File: config.mk
export PLATFORM = sky130hd
export DESIGN_NAME = psst_quadrant
export DESIGN_NICKNAME = d
export VERILOG_FILES = /design/src/psst_pkg.sv /design/src/psst_mem.sv /design/src/psst_quadrant.sv
export VERILOG_INCLUDE_DIRS = /design/src
export SDC_FILE = /design/constraint.sdc
export NUM_CORES = 2
export LEC_CHECK = 0
export ABC_CLOCK_PERIOD_IN_PS = 2880
export BUFFER_PORTS_ARGS = -buffer_cell sky130_fd_sc_hd__buf_2
export CAP_MARGIN = 20
export CORE_AREA = 2 2 430 304
export CTS_CLUSTER_DIAMETER = 120
export DETAILED_ROUTE_END_ITERATION = 8
export DIE_AREA = 0 0 432 306
export PLACE_DENSITY = 0.58
export SYNTH_ARGS = -nofsm -noshare
export SYNTH_HDL_FRONTEND = slang
export SYNTH_SLANG_ARGS = --single-unit
File: constraint.sdc
create_clock -name clk -period 2.88 [get_ports clk]
set_input_delay 0.432 -clock clk [delete_from_list [all_inputs] [get_ports clk]]
set_output_delay 0.432 -clock clk [all_outputs]
set_load 0.1 [all_outputs]
File: src/psst_params.svh
`ifndef PSST_PARAMS_SVH
`define PSST_PARAMS_SVH

// ****************************************
// Register offsets within one quadrant
// ****************************************
`define PSST_REG_RX_OPTIONS      7'h00
`define PSST_REG_LOOPBACK        7'h0A
`define PSST_REG_RESET_CTRL      7'h0D
`define PSST_REG_TX_LINE_OPT     7'h10
`define PSST_REG_FRAMER_CFG      7'h20
`define PSST_REG_CHANGE_FLAGS    7'h24
`define PSST_REG_ALIGN_STATE     7'h26
`define PSST_REG_PCC_CONFIG      7'h30
`define PSST_REG_PCC_STATUS      7'h31
`define PSST_REG_PCC_ADDR_CTRL   7'h32
`define PSST_REG_PCC_DATA        7'h33
`define PSST_REG_SIGNALING_EXTRACTOR_CONFIG     7'h40
`define PSST_REG_SIGNALING_EXTRACTOR_STATUS     7'h41
`define PSST_REG_SIGNALING_EXTRACTOR_ADDR_CTRL  7'h42
`define PSST_REG_SIGNALING_EXTRACTOR_DATA       7'h43
`define PSST_REG_CRC_GEN         7'h44

// ****************************************
// Field positions and values
// ****************************************
`define PSST_BIT_RESET           0
`define PSST_BIT_PER_CHANNEL_ENABLE            0
`define PSST_BIT_IND             1
`define PSST_BIT_BUSY            7
`define PSST_BIT_RWSEL           7
`define PSST_BIT_DEBOUNCE        4
`define PSST_BIT_CRC_FRAMING     7
`define PSST_BIT_SIGNALING_EXTRACTOR_AREA       5
`define PSST_REG_RESET_VALUE     8'h00
`define PSST_LOOPBACK_DIAG       8'h04
`define PSST_SLOT_ZERO           5'h00
`define PSST_SLOT_SIXTEEN        5'h10

// ****************************************
// Timing
// ****************************************
`define PSST_CLK_PERIOD_NS       10
`define PSST_BPCLK_HOLD_NS       65
`define PSST_BPCLK_HOLD_CYCLES   ((`PSST_BPCLK_HOLD_NS + `PSST_CLK_PERIOD_NS - 1) / `PSST_CLK_PERIOD_NS)
`define PSST_LOCK_CYCLES         64

`endif

File: src/psst_pkg.sv
`default_nettype none
package psst_pkg;

  // Register port request from the host
  typedef struct packed {
    logic       wr;
    logic       rd;
    logic [6:0] addr;
    logic [7:0] data;
  } psst_cpu_req_t;

  // One indirect access controller
  typedef struct packed {
    logic       busy;
    logic       stage;
    logic       isRead;
    logic [6:0] addr;
    logic [7:0] data;
  } psst_ind_t;

  typedef enum logic [1:0] { EX_SETTLE, EX_RUN, EX_FROZEN } psst_ext_state_t;

endpackage : psst_pkg
`default_nettype wire

File: src/psst_mem.sv
`default_nettype none
// Indirect storage; no reset so contents survive any block reset
module psst_mem #(
  parameter int AW = 5
) (
  input  wire logic          clk,     // System clock
  input  wire logic          we,      // Write strobe
  input  wire logic [AW-1:0] waddr,   // Write address
  input  wire logic [7:0]    wdata,   // Write data
  input  wire logic [AW-1:0] raddrA,  // Host read address
  output logic      [7:0]    rdataA,  // Host read data, registered
  input  wire logic [AW-1:0] raddrB,  // Engine read address
  output logic      [7:0]    rdataB   // Engine read data, registered
);

  logic [7:0] store [0:(1<<AW)-1];

  // Write and registered reads
  always_ff @(posedge clk) begin
    if (we) begin
      store[waddr] <= wdata;
    end
    rdataA <= store[raddrA];
    rdataB <= store[raddrB];
  end

endmodule : psst_mem
`default_nettype wire

File: src/psst_quadrant.sv
`include "psst_params.svh"
`default_nettype none
// What this block does
// - Extractor state machine may freeze in the EX_FROZEN state (2'b10) after reset.
// - Reset restores normal registers; indirect registers keep contents.
// - Data control F5H makes the device send signaling 0101 per channel.
// - Loopback value 04H routes transmit data into own receiver.
// - Data control FFH makes the device send signaling 1111.
module psst_quadrant
  import psst_pkg::*;
(
  input  wire logic          clk,               // 100 MHz clock
  input  wire logic          rstn,              // Synchronous reset, active low
  input  wire logic          hwResetPinN,       // Hardware reset pin, asynchronous
  input  wire logic          rxBackplaneClock,  // Receive backplane clock pin
  input  wire logic [3:0]    txBackplaneClocks, // Transmit backplane clock pins
  input  wire logic [2:0]    lineAlignLoss,     // Line aligner state pins
  input  wire logic [3:0]    lineRxSignaling,   // Received ABCD from the line
  input  wire psst_cpu_req_t cpuReq,            // Register port request
  output logic      [7:0]    cpuRdData,         // Register read data
  output logic      [4:0]    txSlot,            // Timeslot of txSignaling
  output logic      [3:0]    txSignaling,       // Transmitted ABCD
  output logic               loopbackActive,    // Diagnostic loopback on
  output logic               extractorFrozen    // Extractor stuck state
);

  // ****************************************
  // Pin synchronisers and reset tree
  // ****************************************
  logic [9:0]  pinMeta, pinSync;
  logic        blockRst, hardRst;
  logic [7:0]  resetCtrl;

  // Two stages per pin; align bits rest at the loss level so reset leaves no false change
  always_ff @(posedge clk) begin
    if (!rstn) begin
      pinMeta <= 10'h039;
      pinSync <= 10'h039;
    end else begin
      pinMeta <= {lineRxSignaling, lineAlignLoss, (|txBackplaneClocks), rxBackplaneClock, hwResetPinN};
      pinSync <= pinMeta;
    end
  end

  assign hardRst  = !rstn || !pinSync[0];
  assign blockRst = hardRst || resetCtrl[`PSST_BIT_RESET];

  // Reset bit itself only follows the pin and rstn
  always_ff @(posedge clk) begin
    if (hardRst) begin
      resetCtrl <= `PSST_REG_RESET_VALUE;
    end else if (cpuReq.wr && cpuReq.addr == `PSST_REG_RESET_CTRL) begin
      resetCtrl <= cpuReq.data;
    end
  end

  // ****************************************
  // Normal mode registers
  // ****************************************
  logic [7:0] rxOptions, loopbackCtrl, txLineOpt, framerCfg, pccConfig, sigxConfig, crcGen;

  // Every normal register returns to default on any reset
  always_ff @(posedge clk) begin
    if (blockRst) begin
      rxOptions    <= `PSST_REG_RESET_VALUE;
      loopbackCtrl <= `PSST_REG_RESET_VALUE;
      txLineOpt    <= `PSST_REG_RESET_VALUE;
      framerCfg    <= `PSST_REG_RESET_VALUE;
      pccConfig    <= `PSST_REG_RESET_VALUE;
      sigxConfig   <= `PSST_REG_RESET_VALUE;
      crcGen       <= `PSST_REG_RESET_VALUE;
    end else if (cpuReq.wr) begin
      case (cpuReq.addr)
        `PSST_REG_RX_OPTIONS:  rxOptions    <= cpuReq.data;
        `PSST_REG_LOOPBACK:    loopbackCtrl <= cpuReq.data;
        `PSST_REG_TX_LINE_OPT: txLineOpt    <= cpuReq.data;
        `PSST_REG_FRAMER_CFG:  framerCfg    <= cpuReq.data;
        `PSST_REG_PCC_CONFIG:  pccConfig    <= cpuReq.data;
        `PSST_REG_SIGNALING_EXTRACTOR_CONFIG: sigxConfig   <= cpuReq.data;
        `PSST_REG_CRC_GEN:     crcGen       <= cpuReq.data;
        default: ;
      endcase
    end
  end

  assign loopbackActive = (loopbackCtrl == `PSST_LOOPBACK_DIAG);

  // ****************************************
  // Frame aligner state and change flags
  // ****************************************
  logic [6:0] lockCnt;
  logic [2:0] alignState, changeFlags;
  logic       flagsRead;

  // Looped-back frames lock after a fixed settling time once CRC framing is on
  always_ff @(posedge clk) begin
    if (blockRst || !(loopbackActive && framerCfg[`PSST_BIT_CRC_FRAMING])) begin
      lockCnt <= 7'h00;
    end else if (lockCnt != 7'(`PSST_LOCK_CYCLES)) begin
      lockCnt <= lockCnt + 7'h01;
    end
  end

  assign flagsRead = cpuReq.rd && cpuReq.addr == `PSST_REG_CHANGE_FLAGS;

  // Flags are sticky; a new change beats a clearing read
  always_ff @(posedge clk) begin
    if (blockRst) begin
      alignState  <= 3'h7;
      changeFlags <= 3'h0;
    end else begin
      alignState  <= loopbackActive ? ((lockCnt == 7'(`PSST_LOCK_CYCLES)) ? 3'h0 : 3'h7) : pinSync[5:3];
      changeFlags <= (flagsRead ? 3'h0 : changeFlags) | (alignState ^ (loopbackActive ?
                     ((lockCnt == 7'(`PSST_LOCK_CYCLES)) ? 3'h0 : 3'h7) : pinSync[5:3]));
    end
  end

  // ****************************************
  // Indirect access controllers (0 channel ctl, 1 extractor)
  // ****************************************
  psst_ind_t  indirect_access_select [0:1];
  logic [7:0] pccRdA, pccRdB, cfgRdA, cfgRdB, datRdA, datRdB;

  function automatic logic [6:0] ind_base(input int unit);
    ind_base = (unit == 0) ? `PSST_REG_PCC_STATUS : `PSST_REG_SIGNALING_EXTRACTOR_STATUS;
  endfunction : ind_base

  // Two-cycle busy window per access; requests while busy are dropped
  always_ff @(posedge clk) begin
    for (int u = 0; u < 2; u++) begin
      if (blockRst) begin
        indirect_access_select[u] <= '0;
      end else if (indirect_access_select[u].busy) begin
        indirect_access_select[u].stage <= 1'b1;
        if (indirect_access_select[u].stage) begin
          indirect_access_select[u].busy <= 1'b0;
          if (indirect_access_select[u].isRead) begin
            indirect_access_select[u].data <= (u == 0) ? pccRdA : (indirect_access_select[u].addr[`PSST_BIT_SIGNALING_EXTRACTOR_AREA] ? datRdA : cfgRdA);
          end
        end
      end else if (cpuReq.wr && cpuReq.addr == ind_base(u) + 7'h2) begin
        indirect_access_select[u].data <= cpuReq.data;
      end else if (cpuReq.wr && cpuReq.addr == ind_base(u) + 7'h1 &&
                   ((u == 0) ? pccConfig[`PSST_BIT_IND] : sigxConfig[`PSST_BIT_IND])) begin
        indirect_access_select[u].busy   <= 1'b1;
        indirect_access_select[u].stage  <= 1'b0;
        indirect_access_select[u].isRead <= cpuReq.data[`PSST_BIT_RWSEL];
        indirect_access_select[u].addr   <= cpuReq.data[6:0];
      end
    end
  end

  // ****************************************
  // Extractor settle / freeze state machine
  // ****************************************
  psst_ext_state_t extState;
  logic [3:0]      holdCnt;

  // A backplane clock sampled high inside the hold window corrupts the
  // extractor state; it then stays stuck until the next reset
  always_ff @(posedge clk) begin
    if (blockRst) begin
      extState <= EX_SETTLE;
      holdCnt  <= 4'h0;
    end else begin
      unique case (extState)
        EX_SETTLE: begin
          holdCnt <= holdCnt + 4'h1;
          if (pinSync[1] || pinSync[2]) begin
            extState <= EX_FROZEN;
          end else if (holdCnt == 4'(`PSST_BPCLK_HOLD_CYCLES - 1)) begin
            extState <= EX_RUN;
          end
        end
        EX_RUN:    extState <= EX_RUN;
        EX_FROZEN: extState <= EX_FROZEN;
      endcase
    end
  end

  assign extractorFrozen = (extState == EX_FROZEN);

  // ****************************************
  // Timeslot engine: insertion, loopback, extraction
  // ****************************************
  logic [4:0] slot, slotQ;
  logic       slotActive, pccWe, cfgWe, datWe, engWe;
  logic [3:0] nextTx, rawSig;
  logic [7:0] engData;

  // Slot counter and pipelined slot for the registered reads
  always_ff @(posedge clk) begin
    if (blockRst) begin
      slot  <= 5'h00;
      slotQ <= 5'h00;
    end else begin
      slot  <= slot + 5'h01;
      slotQ <= slot;
    end
  end

  assign slotActive = slotQ != `PSST_SLOT_ZERO && slotQ != `PSST_SLOT_SIXTEEN;
  assign nextTx     = (pccConfig[`PSST_BIT_PER_CHANNEL_ENABLE] && slotActive) ? pccRdB[3:0] : 4'h0;
  assign rawSig     = loopbackActive ? nextTx : pinSync[9:6];

  // Debounced nibble only follows two equal samples in a row
  assign engData = cfgRdB[`PSST_BIT_DEBOUNCE] ?
                   {((rawSig == datRdB[3:0]) ? rawSig : datRdB[7:4]), rawSig} : {rawSig, rawSig};

  assign pccWe = indirect_access_select[0].busy && !indirect_access_select[0].stage && !indirect_access_select[0].isRead;
  assign cfgWe = indirect_access_select[1].busy && !indirect_access_select[1].stage && !indirect_access_select[1].isRead && !indirect_access_select[1].addr[`PSST_BIT_SIGNALING_EXTRACTOR_AREA];
  assign datWe = indirect_access_select[1].busy && !indirect_access_select[1].stage && !indirect_access_select[1].isRead && indirect_access_select[1].addr[`PSST_BIT_SIGNALING_EXTRACTOR_AREA];
  // Host write wins the port; the slot refreshes next frame
  assign engWe = sigxConfig[`PSST_BIT_PER_CHANNEL_ENABLE] && extState == EX_RUN && slotActive && !datWe;

  // Registered transmit signaling
  always_ff @(posedge clk) begin
    if (blockRst) begin
      txSlot      <= 5'h00;
      txSignaling <= 4'h0;
    end else begin
      txSlot      <= slotQ;
      txSignaling <= nextTx;
    end
  end

  psst_mem #(.AW(6)) uPccMem (
    .clk(clk), .we(pccWe), .waddr(indirect_access_select[0].addr[5:0]), .wdata(indirect_access_select[0].data),
    .raddrA(indirect_access_select[0].addr[5:0]), .rdataA(pccRdA), .raddrB({1'b0, slot}), .rdataB(pccRdB)
  );
  psst_mem #(.AW(5)) uSigCfgMem (
    .clk(clk), .we(cfgWe), .waddr(indirect_access_select[1].addr[4:0]), .wdata(indirect_access_select[1].data),
    .raddrA(indirect_access_select[1].addr[4:0]), .rdataA(cfgRdA), .raddrB(slot), .rdataB(cfgRdB)
  );
  psst_mem #(.AW(5)) uSigDatMem (
    .clk(clk), .we(datWe || engWe), .waddr(datWe ? indirect_access_select[1].addr[4:0] : slotQ),
    .wdata(datWe ? indirect_access_select[1].data : engData),
    .raddrA(indirect_access_select[1].addr[4:0]), .rdataA(datRdA), .raddrB(slot), .rdataB(datRdB)
  );

  // ****************************************
  // Register read port
  // ****************************************
  always_ff @(posedge clk) begin
    if (blockRst && !hardRst && cpuReq.rd && cpuReq.addr == `PSST_REG_RESET_CTRL) begin
      cpuRdData <= resetCtrl;
    end else if (blockRst) begin
      cpuRdData <= 8'h00;
    end else if (cpuReq.rd) begin
      case (cpuReq.addr)
        `PSST_REG_RX_OPTIONS:     cpuRdData <= rxOptions;
        `PSST_REG_LOOPBACK:       cpuRdData <= loopbackCtrl;
        `PSST_REG_RESET_CTRL:     cpuRdData <= resetCtrl;
        `PSST_REG_TX_LINE_OPT:    cpuRdData <= txLineOpt;
        `PSST_REG_FRAMER_CFG:     cpuRdData <= framerCfg;
        `PSST_REG_CHANGE_FLAGS:   cpuRdData <= {5'h00, changeFlags};
        `PSST_REG_ALIGN_STATE:    cpuRdData <= {5'h00, alignState};
        `PSST_REG_PCC_CONFIG:     cpuRdData <= pccConfig;
        `PSST_REG_PCC_STATUS:     cpuRdData <= {indirect_access_select[0].busy, 7'h00};
        `PSST_REG_PCC_ADDR_CTRL:  cpuRdData <= {indirect_access_select[0].isRead, indirect_access_select[0].addr};
        `PSST_REG_PCC_DATA:       cpuRdData <= indirect_access_select[0].data;
        `PSST_REG_SIGNALING_EXTRACTOR_CONFIG:    cpuRdData <= sigxConfig;
        `PSST_REG_SIGNALING_EXTRACTOR_STATUS:    cpuRdData <= {indirect_access_select[1].busy, 7'h00};
        `PSST_REG_SIGNALING_EXTRACTOR_ADDR_CTRL: cpuRdData <= {indirect_access_select[1].isRead, indirect_access_select[1].addr};
        `PSST_REG_SIGNALING_EXTRACTOR_DATA:      cpuRdData <= indirect_access_select[1].data;
        `PSST_REG_CRC_GEN:        cpuRdData <= crcGen;
        default:                  cpuRdData <= 8'h00;
      endcase
    end
  end
endmodule : psst_quadrant
`default_nettype wire

* Word-level counts from Yosys, hierarchy flattened *
Memory sizes are Yosys's and may differ from the RTL's. A register that Yosys moved wholly into a read port is not among the register bits.
Cells that the tools add are included.

storage, ports and cells
  register bits after elaboration = 130
  logic and storage cells = 202
  output and inout port bits = 19
  RAM bits = 1060
  memories kept = 4
  input bits = 32

memories
  name                    depth  width  rd ports  clocked after Yosys merged registers in  wr ports  RTL line              RTL
  uPccMem.store           64     8      2         2                                        1         psst_mem.sv:16        logic [7:0] store [0:(1<<AW)-1];
  uSigCfgMem.store        32     8      2         2                                        1         psst_mem.sv:16
  uSigDatMem.store        32     8      2         2                                        1         psst_mem.sv:16
  indirect_access_select  2      18     2         0                                        2         psst_quadrant.sv:121  psst_ind_t indirect_access_select [0:1];

cells by class
  equal/unequal tests = 24
  bitwise logic cells = 18
  mux-type cells = 83
  reduce and logical (&&, ||, !) cells = 50
  add/sub/neg operators = 3

operators with widths
  operator               number
  $pmux W8 S16           1
  $mux W8                10
  $mux W1                60
  $eq A7 B6 Y1 const B   7
  $eq A7 B7 Y1 const B   6
  $logic_and A1 B1 Y1    23
  $or A1 B1 Y1           16
  $eq A7 B4 Y1 const B   2
  $mux W7                2
  $reduce_and A2 Y1      7
  $mux W4                3
  $logic_not A1 Y1       10
  $mux W3                3
  $eq A8 B3 Y1 const B   1
  $add A7 B1 Y7 const B  1
  $eq A7 B5 Y1 const B   1
  $logic_not A7 Y1       1
  $ne A7 B7 Y1 const B   1
  $pmux W2 S3            1
  $add A5 B1 Y5 const B  1
  $logic_or A1 B1 Y1     5
  $mux W5                1
  $ne A5 B5 Y1 const B   1
  $reduce_bool A5 Y1     1
  other kinds (12)       13

* Depth between registers and ports, before layout *
An unclocked memory read counts as a cell.

  depth in word-level cells = 10
  mapped depth = 11

* Hierarchy *
From an unflattened synthesis, not the netlist that was laid out.

unflattened totals
  cells, all modules = 3084
  area, all modules = 56275.2 sq um

modules (own cells, without submodules)
  module                     area each (sq um)  instances  cells each
  psst_mem (uSigCfgMem ...)  12208.0            2          532
  psst_mem (uPccMem)         24269.5            1          1211
  psst_quadrant              7589.8             1          809

* Worst setup path before layout *
OpenSTA, ideal clock, no wires.

  path kind = reg2reg
  start = register loopbackCtrl[3]
  end = memory uSigDatMem.store[0][4], data pin
  stages on the path, launching flop included = 9
  data arrival time = 2.934 ns
  path slack = -0.415 ns
  library setup time = 0.362 ns
  data required time = 2.518 ns
  cells stage by stage = dfxtp_1 > nor4_1 > and4b_1 > buf_6 > mux2i_2 > xnor2_1 > o41ai_4 > o21ai_0 > o21ai_1

between the ends
  word-level cells in the longest chain between the ends = 6

RTL lines
  what                        RTL line              RTL
  start, declared             psst_quadrant.sv:60   logic [7:0] rxOptions, loopbackCtrl, txLineOpt, framerCfg, pccConfig, sigxConfig, crcGen;
  start signal, assigned      psst_quadrant.sv:66   loopbackCtrl <= `PSST_REG_RESET_VALUE;
  start signal, assigned      psst_quadrant.sv:75   `PSST_REG_LOOPBACK: loopbackCtrl <= cpuReq.data;
  $eq A8 B3 Y1 (no line) (*)  -
  via loopbackActive          psst_quadrant.sv:23   output logic loopbackActive,
  $mux W4 (*)                 psst_quadrant.sv:204  assign rawSig = loopbackActive ? nextTx : pinSync[9:6];
  $eq A4 B4 Y1                psst_quadrant.sv:208  {((rawSig == datRdB[3:0]) ? rawSig : datRdB[7:4]), rawSig} : {rawSig, rawSig};
  $mux W4                     psst_quadrant.sv:208
  $mux W8 (*)                 psst_quadrant.sv:207  assign engData = cfgRdB[`PSST_BIT_DEBOUNCE] ?
  $mux W8 (*)                 psst_quadrant.sv:237  .wdata(datWe ? indirect_access_select[1].data : engData),
  via uSigDatMem.wdata[4]     psst_mem.sv:9         input wire logic [7:0] wdata,
  end, declared               psst_mem.sv:16

The timed path passes the listed nets; every way through them passes the cells marked *.

* Worst setup path in the final report *
  start = register loopbackCtrl[3]
  end = memory uSigDatMem.store[18][6], data pin

between the ends
  word-level cells in the longest chain between the ends = 6

RTL lines
  what                        RTL line
  $eq A8 B3 Y1 (no line) (*)  -
  $mux W4 (*)                 psst_quadrant.sv:204
  $eq A4 B4 Y1                psst_quadrant.sv:208
  $mux W4                     psst_quadrant.sv:208
  $mux W8 (*)                 psst_quadrant.sv:207
  $mux W8 (*)                 psst_quadrant.sv:237
  via uSigDatMem.wdata[6]     psst_mem.sv:9

Marked as above.

==> summary.txt <==
Place
  • I/O Buffers: 50
  • Final Wtd Congestion: 0.9543
  • HPWL after DPL: 99390 um
  • Place WS: -0.1456 ns

Floorplan
  • Initial core utilization: 0.3985
  • Die Wd: 432 um
  • Chip Height: 306 um
  • Std-Cell Rows: 110
  • Num ports: 51
  • Core area: 127900 sq um
  • Full die area: 132200 sq um

Route
  • DRC Markers: 0
  • DRT Wirelength: 149800 um
  • Drt via density: 6.027
  • Final ANT Viol Nets: 0
  • Routed len/inst: 29.20 um
  • Initial DRC count: 3926
  • DR vias: 30910
  • DRT Pass-1 Iters: 6

Critical path
  • Required @ worst endpoint: 3.37 ns
  • R2R Path End: uSigDatMem.store[18][6]
  • Kind of end point of the critical path: register
  • Worst setup SP type: register
  • Worst r2r src: loopbackCtrl[3]
  • Reg2Reg Depth: 11
  • R2r setup slk: 0.03 ns
  • CP Class: reg -> reg
  • Arrival time at the worst endpoint: 3.33 ns
  • Critical-path maximum fanout: 16

Final layout
  • Layout cells sized above 1: 0.2901
  • Util after Layout: 0.4691
  • Area delta synth->final: 17.72%
  • Nets: 3387
  • Fillcell total: 10650
  • Commonest cells after routing, fill and taps aside: edfxtp_1 (1068), buf_4 (322), mux4_2 (310)
  • Most common cell after layout, fill and taps aside: edfxtp_1

Min path
  • HP Start: cpuReq[4]
  • Hold EP: pccConfig[4]
  • Hold/Removal Path Class: in -> reg
  • Worst Hold Depth: 3

STA
  • Final clock skew: 0.05708 ns
  • Slew headroom: 0.4430
  • Final hold vios: 0
  • Max Clk Rate: 351.2 MHz
  • Final WS setup: 0.03293 ns
  • Min Hold Slack: 0.1223 ns
  • Final period util: 0.9886
  • Setup TNS: 0 ns
  • Worst-margin pin slew: 0.8355 ns
  • Final count of negative-setup-slack endpoints: 0
  • RSZ-0062 raised after global routing: yes
  • Crit path time final: 2.847 ns
  • Fin. max-slew vios: 0

Global route
  • First-pass GRT wire length: 215800 um
  • Total GRT Usage: 0.2245
  • Total congestion overflow: 0
  • Largest net degree at the start of global routing: 65
  • Initial antenna violation count: 11
  • Vias in the first global route: 30650

Synth
  • Synthesized flop and latch total: 1227
  • Post-synth EDFFs: 1068
  • Synth Net Count: 3051
  • Synthesized area per cell: 16.92 sq um
  • YS warnings: 0
  • Register area share after synthesis: 0.6919
  • Yosys top cell area share: 0.6294
  • Synth top area cells: edfxtp_1 (63%), mux4_2 (14%), dfxtp_1 (6.2%)
  • Yosys cell types: 69
  • Async SR Flop Fraction: 0
  • Most used DFF post-synth: edfxtp_1
  • Yosys top cell by area: edfxtp_1
  • Synthesized area: 50950 sq um
  • Syn Inst Count: 3011

Clocking
  • Root Buffer: clkbuf_16
  • Maximum root-to-sink buffer count: 3
  • Worst-skew pair later-pin latency: 0.77 ns
  • H-tree depth: 3
  • CTS tree: done
  • CTS Buf Count: 118
  • Clock Sinks: 1227
  • Worst-path clk slew: 0.07 ns

Run
  • MaxCap Viol Count: 0

Power
  • LEAKAGE: 0.01960 uW
  • Maximum vdd drop: 0.4622 mV
  • Pwr per Cell Area: 648.7 nW/um^2

Outcome
  • Status: completed
layer usage:
layer / global-route usage / vias to the layer above / part of all wire
met2: 0.3213 / 1665 / 0.43
li1: - / 12840 / -
met4: 0.05391 / 4 / 0.022
met3: 0.06113 / 229 / 0.11
met5: 0 / - / 0.00022
met1: 0.3392 / 16180 / 0.44
stage by stage:
stage / cells / instance area, sq um / power [uW]
2_1_floorplan: 3011 / 51000 / 21630
3_3_place_gp: 4887 / 55530 / 22720
3_5_place_dp: 4888 / 55540 / 22780
4_1_cts: 5121 / 59800 / 39110
5_1_grt: 5128 / 59980 / 40060
6_report: 5129 / 59980 / 38910
repair_timing:
item                                    in CTS  in global routing
cloned                                       1                  2
endpoints found under the hold margin       10                  0
pin swaps                                    1                  4
buffers inserted                             1                  3
endpoints found under the setup margin      38                115
hold buffers                                11                  0
resized for setup                            5                 17
cells in the mapped netlist, types with 54 or more instances:
cell type and instances:
mux2i_1 85, a221oi_1 54, mux2_2 58, a22oi_1 106
nand3_1 81, and2_1 57, mux4_2 310, dfxtp_1 159
edfxtp_1 1068, nand2_1 164, clkbuf_1 129, nor2_1 225
a21oi_1 111
sequential cells by signal, indices dropped and copies added (netlist names), 5 cells and up:
signal	cells
uPccMem.store	512
uSigCfgMem.store	256
uSigDatMem.store	256
indirect_access_select	36
pinMeta	10
pinSync	10
cpuRdData	8
crcGen	8
framerCfg	8
loopbackCtrl	8
pccConfig	8
resetCtrl	8
rxOptions	8
sigxConfig	8
txLineOpt	8
uPccMem.rdataA	8
uSigCfgMem.rdataA	8
uSigDatMem.rdataA	8
uSigDatMem.rdataB	8
lockCnt	7
slotQ	5
slot	5
txSlot	5
critical path: stages (launching register included):
cell and delay (ns):
dfxtp_2 0.33, nor4_2 0.26, and4b_1 0.28, buf_12 0.15, mux2i_4 0.26, xnor2_2 0.11
o41ai_4 0.35, buf_4 0.21, buf_6 0.11, and2_2 0.25, o21ai_4 0.08, buf_12 0.17
cells by family after synthesis:
| family | Yosys count | synth area share |
|---|---|---|
| simple gates | 649 | 0.05950 |
| fa+ha+maj | 8 | 0.001965 |
| buf+inv | 212 | 0.01690 |
| mux | 455 | 0.1673 |
| flops | 1227 | 0.6919 |
| compound gates | 442 | 0.05938 |
| xor+xnor | 18 | 0.003094 |
area by class of cell:
cell class	instances	area, sq um	share of cell area
antenna	2	5.005	0.00008344
clock buffer	158	3278	0.05465
clock inverter	62	819.5	0.01366
inverter	10	37.54	0.0006258
multi-input combinational	1573	15030	0.2505
sequential	1227	35260	0.5879
tap	1680	2102	0.03504
timing repair buffer	417	3447	0.05747
worst max path at each step:
| stage | startpoint | to | slack [ns] | cells past startpoint |
|---|---|---|---|---|
| after floorplan | loopbackCtrl[3] | uSigDatMem.store[0][4] | 0.08 | 8 |
| after detailed placement | loopbackCtrl[3] | uSigDatMem.store[8][6] | -0.15 | 10 |
| final | loopbackCtrl[3] | uSigDatMem.store[18][6] | 0.03 | 11 |
| after global routing | loopbackCtrl[3] | uSigDatMem.store[18][7] | -0.04 | 12 |
| after CTS | loopbackCtrl[3] | uSigDatMem.store[18][6] | 0.01 | 11 |
| after global placement | loopbackCtrl[3] | uSigDatMem.store[2][6] | -0.13 | 10 |
where the power goes:
group | switching (uW) | total (uW) | internal [uW] | leakage, uW
registers | 160 | 19700 | 19600 | 0.0111
clock network | 6930 | 16400 | 9450 | 0.00197
logic | 1710 | 2810 | 1110 | 0.00650
total | 8800 | 38900 | 30100 | 0.0196
(Power assumes the default switching activity.)
